File: config.mk
export PLATFORM = sky130hd
export DESIGN_NAME = oad_decoder
export DESIGN_NICKNAME = d
export VERILOG_FILES = /design/src/oad_decoder.v /design/src/oad_postbyte_dec.v /design/src/oad_word_join.v
export VERILOG_INCLUDE_DIRS = /design/src
export SDC_FILE = /design/constraint.sdc
export NUM_CORES = 1
export LEC_CHECK = 0
export BUFFER_PORTS_ARGS = -buffer_cell sky130_fd_sc_hd__buf_2
export CORE_MARGIN = 4
export CORE_UTILIZATION = 25
export CTS_CLUSTER_SIZE = 10
export DETAILED_ROUTE_END_ITERATION = 12
export PLACE_DENSITY_LB_ADDON = 0.12
export SETUP_SLACK_MARGIN = 0.2
export SYNTH_ARGS = -nofsm -noshare
export SYNTH_HDL_FRONTEND = slang
export SYNTH_SLANG_ARGS = --single-unit
File: constraint.sdc
create_clock -name clk_i -period 5.8 [get_ports clk_i]
set_input_delay 0.29 -clock clk_i [delete_from_list [all_inputs] [get_ports clk_i]]
set_output_delay 0.29 -clock clk_i [all_outputs]
set_load 0.05 [all_outputs]
File: src/oad_defs.vh
// Constants for the operand addressing decoder.
// Assumes inclusion by bare name from the design files.
`ifndef OAD_DEFS_VH
`define OAD_DEFS_VH
// Opcode page prefix byte
`define OAD_PAGE2_PREFIX 8'h18
// Addressing modes (one-hot codes on the mode output)
`define OAD_MODE_W 11
`define OAD_M_REG 11'h001
`define OAD_M_LIT 11'h002
`define OAD_M_DIR 11'h004
`define OAD_M_FULL 11'h008
`define OAD_M_REL 11'h010
`define OAD_M_SHORT 11'h020
`define OAD_M_AUTO 11'h040
`define OAD_M_ACC 11'h080
`define OAD_M_NINE 11'h100
`define OAD_M_SIXTEEN 11'h200
`define OAD_M_IND 11'h400
// Opcode class codes from the class table
`define OAD_C_REG 3'h0
`define OAD_C_LIT8 3'h1
`define OAD_C_LIT16 3'h2
`define OAD_C_DIR 3'h3
`define OAD_C_FULL 3'h4
`define OAD_C_REL8 3'h5
`define OAD_C_REL16 3'h6
`define OAD_C_IDX 3'h7
// Base register select codes
`define OAD_BR_X 2'h0
`define OAD_BR_Y 2'h1
`define OAD_BR_SP 2'h2
`define OAD_BR_PC 2'h3
// Accumulator offset select codes
`define OAD_AO_A 2'h0
`define OAD_AO_B 2'h1
`define OAD_AO_D 2'h2
`define OAD_AO_DIND 2'h3
// Reset value of the effective address
`define OAD_EA_RST 16'h0000
`endif

File: src/oad_decoder.v
// Operand addressing decoder: opcode, page prefix, postbyte, extensions.
// Assumes one program byte per cycle when byte_valid_i is high, the
// opcode class table supplied as class_i for the current opcode byte,
// and register and memory word values supplied by the core.
// The core holds its registers steady for a whole instruction, and
// answers each pointer request with ptr_valid_i some cycles later.
`timescale 1ns/1ps
`include "oad_defs.vh"
module oad_decoder (
   input wire clk_i,
   input wire nrst_i,
   input wire byte_valid_i,
   input wire [7:0] byte_i,
   input wire [2:0] class_i,
   input wire [15:0] pc_i,
   input wire [15:0] x_i,
   input wire [15:0] y_i,
   input wire [15:0] sp_i,
   input wire [15:0] acc_d_i,
   input wire ptr_valid_i,
   input wire [15:0] ptr_word_i,
   output wire byte_ready_o,
   output reg [7:0] opcode_o,
   output reg page2_o,
   output reg [7:0] post_raw_o,
   output reg [10:0] mode_o,
   output reg [15:0] ea_o,
   output reg [15:0] literal_o,
   output reg ea_valid_o,
   output reg done_o,
   output reg bad_index_o,
   output reg upd_o,
   output reg [1:0] upd_reg_o,
   output reg [15:0] upd_val_o,
   output reg ptr_req_o,
   output reg [15:0] ptr_addr_o
);
   // One-hot states; ST_EXT1 doubles as the idle cycle for
   // indexed forms that carry no extension byte
   localparam ST_OPC = 6'h01;
   localparam ST_POST = 6'h02;
   localparam ST_EXT1 = 6'h04;
   localparam ST_EXT2 = 6'h08;
   localparam ST_PTR = 6'h10;
   localparam ST_DONE = 6'h20;

   reg [5:0] state;
   reg [2:0] cls;
   reg [7:0] hi;
   reg [7:0] post;
   reg [1:0] left;
   reg [5:0] next_state;

   wire [1:0] br_sel;
   wire [1:0] ao_sel;
   wire [10:0] form;
   wire [1:0] ext_n;
   wire [15:0] coff;
   wire apost;
   wire abad;
   wire [15:0] jw_word;
   wire [15:0] jw_sum;
   reg [15:0] base;
   reg [15:0] acc_off;
   wire [15:0] short_ea;
   wire [15:0] acc_ea;
   wire [15:0] rel8_ea;
   wire [15:0] nine_ea;
   wire no_ext;

   // Postbyte field split; the stored postbyte keeps the fields steady
   // while the extension bytes stream past
   oad_postbyte_dec u_pb (
      .index_postbyte_i(post),
      .base_register_select_o(br_sel),
      .acc_offset_select_o(ao_sel),
      .form_o(form),
      .ext_bytes_o(ext_n),
      .const_off_o(coff),
      .auto_post_o(apost),
      .auto_bad_o(abad)
   );

   // Big-endian join of held high byte and incoming low byte
   oad_word_join u_jw (
      .hi_i(hi),
      .lo_i(byte_i),
      .base_i(cls == `OAD_C_IDX ? base : pc_i),
      .word_o(jw_word),
      .sum_o(jw_sum)
   );

   // Base register choice
   // PC is a legal base for every form except automatic update
   always @* begin
      case (br_sel)
         `OAD_BR_X: base = x_i;
         `OAD_BR_Y: base = y_i;
         `OAD_BR_SP: base = sp_i;
         default: base = pc_i;
      endcase
   end

   // Unsigned accumulator offset
   // A is the high byte of D and B the low byte, both zero-extended
   always @* begin
      case (ao_sel)
         `OAD_AO_A: acc_off = {8'h00, acc_d_i[15:8]};
         `OAD_AO_B: acc_off = {8'h00, acc_d_i[7:0]};
         default: acc_off = acc_d_i;
      endcase
   end

   // Address sums, all wrapping in 16 bits
   // The nine-bit sum ORs this byte into the sign-filled offset
   assign short_ea = base + coff;
   assign acc_ea = base + acc_off;
   assign rel8_ea = pc_i + {{8{byte_i[7]}}, byte_i};
   assign nine_ea = base + (coff | {8'h00, byte_i});

   // Bytes are accepted except while waiting for a pointer or done, and
   // in the idle extension cycle of an indexed form that needs no byte;
   // offering ready there would swallow the next opcode unseen
   assign no_ext = (cls == `OAD_C_IDX) && (ext_n == 2'h0);
   assign byte_ready_o = state[0] | state[1] | state[3] |
      (state[2] & ~no_ext);

   // Next state
   always @* begin
      next_state = state;
      case (state)
         ST_OPC: begin
            // A prefix right after a prefix is decoded as an opcode
            if (byte_valid_i &&
               (byte_i != `OAD_PAGE2_PREFIX || page2_o)) begin
               case (class_i)
                  `OAD_C_REG: next_state = ST_DONE;
                  `OAD_C_IDX: next_state = ST_POST;
                  `OAD_C_LIT16,
                  `OAD_C_FULL,
                  `OAD_C_REL16: next_state = ST_EXT1;
                  default: next_state = ST_EXT2;
               endcase
            end
         end
         ST_POST: begin
            if (byte_valid_i)
               next_state = ST_EXT1;
         end
         ST_EXT1: begin
            // The byte count comes from the stored postbyte itself
            if (cls == `OAD_C_IDX && ext_n == 2'h0) begin
               next_state = form[10] ? ST_PTR : ST_DONE;
            end else if (byte_valid_i) begin
               // The nine-bit offset has its only byte here
               if (cls == `OAD_C_IDX && ext_n == 2'h1)
                  next_state = ST_DONE;
               else
                  next_state = ST_EXT2;
            end
         end
         ST_EXT2: begin
            // Last byte; pointer forms go on to the memory read
            if (byte_valid_i)
               next_state = (cls == `OAD_C_IDX && form[10]) ?
                  ST_PTR : ST_DONE;
         end
         ST_PTR: begin
            if (ptr_valid_i)
               next_state = ST_DONE;
         end
         ST_DONE: next_state = ST_OPC;
         default: next_state = ST_OPC;
      endcase
   end

   // Datapath and outputs. Results stand from the edge after the last
   // byte or pointer word until the next opcode is taken; done_o follows one cycle
   // later, so a reader may sample both together.
   always @(posedge clk_i) begin
      if (!nrst_i) begin
         // Start as a finished register-only decode
         state <= ST_OPC;
         cls <= `OAD_C_REG;
         hi <= 8'h00;
         post <= 8'h00;
         left <= 2'h0;
         opcode_o <= 8'h00;
         page2_o <= 1'b0;
         post_raw_o <= 8'h00;
         mode_o <= `OAD_M_REG;
         ea_o <= `OAD_EA_RST;
         literal_o <= 16'h0000;
         ea_valid_o <= 1'b0;
         done_o <= 1'b0;
         bad_index_o <= 1'b0;
         upd_o <= 1'b0;
         upd_reg_o <= 2'h0;
         upd_val_o <= 16'h0000;
         ptr_req_o <= 1'b0;
         ptr_addr_o <= 16'h0000;
      end else begin
         state <= next_state;
         done_o <= 1'b0;
         upd_o <= 1'b0;
         case (state)
            ST_OPC: begin
               if (byte_valid_i) begin
                  if (byte_i == `OAD_PAGE2_PREFIX && !page2_o) begin
                     page2_o <= 1'b1;
                  end else begin
                     opcode_o <= byte_i;
                     cls <= class_i;
                     // The last results stand until this new opcode
                     hi <= 8'h00;
                     ea_valid_o <= 1'b0;
                     bad_index_o <= 1'b0;
                     literal_o <= 16'h0000;
                     case (class_i)
                        `OAD_C_REG: mode_o <= `OAD_M_REG;
                        `OAD_C_LIT8,
                        `OAD_C_LIT16: mode_o <= `OAD_M_LIT;
                        `OAD_C_DIR: mode_o <= `OAD_M_DIR;
                        `OAD_C_FULL: mode_o <= `OAD_M_FULL;
                        `OAD_C_IDX: mode_o <= `OAD_M_SHORT;
                        default: mode_o <= `OAD_M_REL;
                     endcase
                  end
               end
            end
            ST_POST: begin
               if (byte_valid_i) begin
                  post <= byte_i;
                  post_raw_o <= byte_i;
               end
            end
            ST_EXT1: begin
               if (cls == `OAD_C_IDX) begin
                  mode_o <= form;
                  left <= ext_n;
                  if (ext_n == 2'h0) begin
                     // Forms needing no extension bytes
                     if (form == `OAD_M_SHORT) begin
                        ea_o <= short_ea;
                        ea_valid_o <= 1'b1;
                     end else if (form == `OAD_M_AUTO) begin
                        // Post form uses the old base; core writes back
                        bad_index_o <= abad;
                        ea_o <= apost ? base : short_ea;
                        ea_valid_o <= ~abad;
                        upd_o <= ~abad;
                        upd_reg_o <= br_sel;
                        upd_val_o <= short_ea;
                     end else if (form == `OAD_M_ACC) begin
                        ea_o <= acc_ea;
                        ea_valid_o <= 1'b1;
                     end else begin
                        ptr_addr_o <= acc_ea;
                        ptr_req_o <= 1'b1;
                     end
                  end else if (byte_valid_i) begin
                     hi <= byte_i;
                     // Nine-bit form: sign from postbyte, low bits here
                     if (ext_n == 2'h1) begin
                        ea_o <= nine_ea;
                        ea_valid_o <= 1'b1;
                     end
                  end
               end else if (byte_valid_i) begin
                  hi <= byte_i;
               end
            end
            ST_EXT2: begin
               if (byte_valid_i) begin
                  case (cls)
                     `OAD_C_LIT8: literal_o <= {8'h00, byte_i};
                     `OAD_C_LIT16: literal_o <= jw_word;
                     `OAD_C_DIR: begin
                        ea_o <= {8'h00, byte_i};
                        ea_valid_o <= 1'b1;
                     end
                     `OAD_C_FULL: begin
                        ea_o <= jw_word;
                        ea_valid_o <= 1'b1;
                     end
                     `OAD_C_REL8: begin
                        ea_o <= rel8_ea;
                        ea_valid_o <= 1'b1;
                     end
                     `OAD_C_REL16: begin
                        ea_o <= jw_sum;
                        ea_valid_o <= 1'b1;
                     end
                     `OAD_C_IDX: begin
                        if (form[10]) begin
                           ptr_addr_o <= jw_sum;
                           ptr_req_o <= 1'b1;
                        end else if (left == 2'h2) begin
                           ea_o <= jw_sum;
                           ea_valid_o <= 1'b1;
                        end
                     end
                     default: ea_valid_o <= 1'b0;
                  endcase
               end
            end
            ST_PTR: begin
               // The request and its address stand until the word arrives
               if (ptr_valid_i) begin
                  ptr_req_o <= 1'b0;
                  ea_o <= ptr_word_i;
                  ea_valid_o <= 1'b1;
               end
            end
            ST_DONE: begin
               // The page flag lasts for one instruction only
               done_o <= 1'b1;
               page2_o <= 1'b0;
            end
            default: ea_valid_o <= 1'b0;
         endcase
      end
   end
endmodule // oad_decoder

File: src/oad_postbyte_dec.v
// Splits an index postbyte into its form, base, offset and byte count.
// Assumes a whole postbyte is presented; purely combinational.
`timescale 1ns/1ps
`include "oad_defs.vh"
module oad_postbyte_dec (
   input wire [7:0] index_postbyte_i,
   output reg [1:0] base_register_select_o,
   output reg [1:0] acc_offset_select_o,
   output reg [10:0] form_o,
   output reg [1:0] ext_bytes_o,
   output reg [15:0] const_off_o,
   output reg auto_post_o,
   output reg auto_bad_o
);
   // Classify the postbyte pattern
   always @* begin
      base_register_select_o = index_postbyte_i[7:6];
      acc_offset_select_o = index_postbyte_i[1:0];
      form_o = `OAD_M_SHORT;
      ext_bytes_o = 2'h0;
      const_off_o = {{11{index_postbyte_i[4]}}, index_postbyte_i[4:0]};
      auto_post_o = 1'b0;
      auto_bad_o = 1'b0;
      if (!index_postbyte_i[5]) begin
         form_o = `OAD_M_SHORT;
      end else if (index_postbyte_i[7:5] != 3'h7) begin
         // Auto update: n is 1..8 up for 0nnn, down for 1nnn
         form_o = `OAD_M_AUTO;
         auto_post_o = index_postbyte_i[4];
         auto_bad_o = (index_postbyte_i[7:6] == `OAD_BR_PC);
         if (index_postbyte_i[3])
            const_off_o = {{12{1'b1}}, index_postbyte_i[3:0]};
         else
            const_off_o = {12'h000, index_postbyte_i[3:0]} + 16'h0001;
      end else begin
         base_register_select_o = index_postbyte_i[4:3];
         if (index_postbyte_i[2]) begin
            form_o = (index_postbyte_i[1:0] == `OAD_AO_DIND) ?
               `OAD_M_IND : `OAD_M_ACC;
         end else if (index_postbyte_i[1:0] == 2'h3) begin
            form_o = `OAD_M_IND;
            ext_bytes_o = 2'h2;
         end else if (index_postbyte_i[1]) begin
            form_o = `OAD_M_SIXTEEN;
            ext_bytes_o = 2'h2;
         end else begin
            form_o = `OAD_M_NINE;
            ext_bytes_o = 2'h1;
            const_off_o = {{8{index_postbyte_i[0]}}, 8'h00};
         end
      end
   end
endmodule // oad_postbyte_dec

File: src/oad_word_join.v
// Joins two bytes into a big-endian word and adds a base, wrapping.
// Assumes the caller holds both bytes stable while it samples the sum.
`timescale 1ns/1ps
module oad_word_join (
   input wire [7:0] hi_i,
   input wire [7:0] lo_i,
   input wire [15:0] base_i,
   output wire [15:0] word_o,
   output wire [15:0] sum_o
);
   // More significant byte came from the lower address
   assign word_o = {hi_i, lo_i};
   assign sum_o = base_i + {hi_i, lo_i};
endmodule // oad_word_join

==> metrics.yaml <==
clk_latency_ns: 0.44
clock_skew_ns: 0.0226
drive_gt1_share_pct: 19.5
setup_slack_ns: 0.841
hpwl_um: 41500
synth_xor_area_share_pct: 5.75
synth_compound_area_share_pct: 27.9
postSynthNetCount: 1547
clkPwrFrac_pct: 35.5
power_switching_uw: 1280
avgRoutedWirePerCell_um: 25.2
power_density_mw_per_mm2: 261
p_int_uw: 1940
hold_viol_final: 0
fill_cells: 4404
fmax_mhz: 202
rows: 73
p_seq_share_pct: 28.9
globalRoute.totalOverflow: 0
crit_path_max_fanout: 18
p_leak_uw: 0.00532
grt_pass1_vias: 11028
synth_cells: 1353
combinationalPowerShare_pct: 35.6
finalWirelength_um: 51700
crit_chain: "inv_2 > o31ai_4 > buf_4 > mux4_2 > nand2_1 > nand2_1 > ha_1 > and2_1 > a22o_1 > nor3_1 > nor3_1 > a31oi_1 > nor3_1 > a2111oi_1 > a31oi_1"
dieWidth_um: 210
crit_arrival_ns: 5.23
status: "finished clean"
wl_met1_um: 22900
synth_edf_count: 0
slew_violations: 0
cts_tree: "built"
synthAdderAreaFrac_pct: 10.5
required_ns: 6.07
final_common_cell: "buf_2"
highest_layer: "met4"
tightest_slew_ns: 1.14
final_nets: 1712
cts_sinks: 118
fin_total_pwr_uw: 3210
drc: 0
h-tree-depth: 4
synth-simple-area-share_pct: 22.8
yosysSeqAreaShare_pct: 23.1
via_count: 11257
final_cell_mix: "210 x buf_2, 175 x nand2_1, 146 x a21oi_1"
root_buffer: "clkbuf_16"
coreArea_mm2: 0.0401
clk_pin_slew_ns: 0.06
place_ws_ns: 0.682
synth.cell_area_mm2: 0.0102
worst_slew_margin_rel_pct: 23.3
io_pins: 211
crit_type: "reg2reg"
switching_share_pct: 39.8
cap_violations: 0
firstDrtPassIters: 7
min_period_ns: 4.96
wl_met2_um: 23500
die_h_um: 210
synth_mux_area_share_pct: 5.40
async_reset_ff_share_pct: 0
initial_core_util_pct: 25.5
min_path_type: "in2reg"
ir_worst_vdd_mv: 0.156
place_congestion: 0.939
portBuffers: 210
clockBufferDepth: 2
rsz0062_at_grt: "false"
synth_cell_types: 87
grt_max_degree: 88
crit_top_cell: "nor3_1"
slowest_stage: "a2111oi_1"
met3_length_um: 3650
track_usage_pct: 22.8
routed_via_density: 5.48
start_kind: "register"
fp.dieArea_mm2: 0.0441
synth_top_family_by_area: "compound AO/OA/AOI/OAI gates"
drt_iter0_markers: 1112
tns_ns: 0
ys.flop_type: "dfxtp_1"
slowest_delay_ns: 0.76
cp-end-kind: "register"
grt_pass1_wl_um: 75200
finalCritPeriodShare_pct: 85.5
diodes: 0
area_growth_pct: 20.7
ys_seq_elements: 118
syn_avg_cell_area_um2: 7.55
antenna_found_initial: 1
ys.warnings.count: 0
setup_violations: 0
ant_nets: 0
cts_buffers: 17
-- area by class of cell --
type	instances	area, µm²	share of cell area, %
Clock inverter	11	145	1.18
Inverter	31	116	0.944
Clock buffer	21	480	3.90
Sequential cell	118	2360	19.2
Multi-Input combinational cell	1125	7400	60.0
Tap cell	525	657	5.33
Timing Repair Buffer	225	1160	9.44
-- power groups by stage --
| stage | sequential, µW | combinational [µW] | clock (µW) |
|---|---|---|---|
| CTS | 930 | 1140 | 1170 |
| global placement | 948 | 1140 | 0 |
| finish | 930 | 1140 | 1140 |
| global route | 939 | 1240 | 1200 |
| detailed placement | 947 | 1130 | 0 |
| floorplan | 1040 | 671 | 0 |
-- stage by stage --
stage | hold slack (ns) | std cells | area, µm² | utilization [%]
after floorplan | 0.434 | 1353 | 10200 | -
after global placement | 0.429 | 2024 | 11700 | 29.2
after detailed placement | 0.439 | 2024 | 11700 | 29.2
after CTS | 0.175 | 2056 | 12300 | 30.7
after global routing | 0.212 | 2056 | 12300 | 30.7
final | 0.204 | 2056 | 12300 | 30.7
-- final timing paths --
| path | start | endpoint | slack [ns] | cells past startpoint |
|---|---|---|---|---|
| worst max-delay path | post[5] | ea_o[10] | 0.84 | 15 |
| worst min-delay path | class_i[2] | mode_o[3] | 0.20 | 3 |
| worst max register to register | post[5] | ea_o[10] | 0.84 | 15 |
| worst min register to register | opcode_o[4] | opcode_o[4] | 0.45 | 2 |
-- flip-flops by register name, summed over array words and instances (netlist names), 3 cells and up --
| name | cells |
|---|---|
| ea_o | 16 |
| ptr_addr_o | 16 |
| cls | 3 |
| state | 6 |
| hi | 8 |
| mode_o | 11 |
| literal_o | 16 |
| upd_val_o | 16 |
| post | 8 |
| opcode_o | 8 |
-- kinds of logic (layout without fill, tap and decap cells) --
| kind of cell | count (synthesis) | in the layout |
|---|---|---|
| muxes | 36 | 36 |
| DFF | 118 | 118 |
| xor gates and xnor gates | 67 | 67 |
| buffers and inverters | 110 | 288 |
| AOI/OAI and AO/OA | 441 | 441 |
| and+or+nand+nor | 498 | 498 |
| adders and majority gates | 83 | 83 |
-- repair_timing --
action | CTS | global route
buffers inserted | 0 | 0
endpoints found under the setup margin | 0 | 1
hold buffers | 0 | 0
gates resized for setup | 0 | 1
endpoints found under the hold margin | 0 | 0
-- synthesized netlist by cell type, drive strengths merged (4+ instances only) --
cell type | count | area, µm²
nand2 | 175 | 657
a21oi | 148 | 748
nor2 | 135 | 507
dfxtp | 118 | 2360
o21ai | 101 | 505
ha | 78 | 976
clkbuf | 54 | 204
nand3 | 47 | 235
xnor2 | 37 | 324
nor3 | 32 | 160
inv | 31 | 116
xor2 | 30 | 263
buf | 25 | 140
a31oi | 22 | 138
mux2i | 21 | 210
a211oi | 20 | 160
a21o | 19 | 143
nand2b | 19 | 126
and2 | 16 | 100
mux4 | 15 | 342
a22o | 10 | 87.6
nor2b | 10 | 62.6
o211ai | 10 | 80.1
o21a | 10 | 75.1
a221oi | 9 | 78.8
and3 | 9 | 56.3
nand3b | 9 | 67.6
or2 | 9 | 56.3
a222oi | 8 | 80.1
nand4 | 7 | 43.8
o21bai | 7 | 52.6
o31ai | 7 | 71.3
a22oi | 6 | 45.0
nor4 | 6 | 37.5
or3 | 6 | 37.5
a32oi | 5 | 43.8
and3b | 5 | 47.5
fa | 5 | 100
o2111ai | 5 | 43.8
o211a | 5 | 57.6
o22ai | 5 | 31.3
a211o | 4 | 35.0
a41oi | 4 | 35.0
o311ai | 4 | 35.0
-- critical path: cells and delay by family (launching register included) --
| family | cells | cell delay [ns] |
|---|---|---|
| buffers and inverters | 2 | 0.54 |
| DFF | 1 | 0.64 |
| AOI/OAI and AO/OA | 5 | 1.59 |
| muxes | 1 | 0.73 |
| and+or+nand+nor | 6 | 0.92 |
| adders and majority gates | 1 | 0.35 |
-- layer usage --
metal / vias up / GRT usage [%]
met1: 5442 / 31.0
met2: 440 / 36.4
met4: 0 / 7.79
met3: 69 / 4.20
li1: 5306 / -
met5: - / 0
Power figures use the tool's default switching activity.
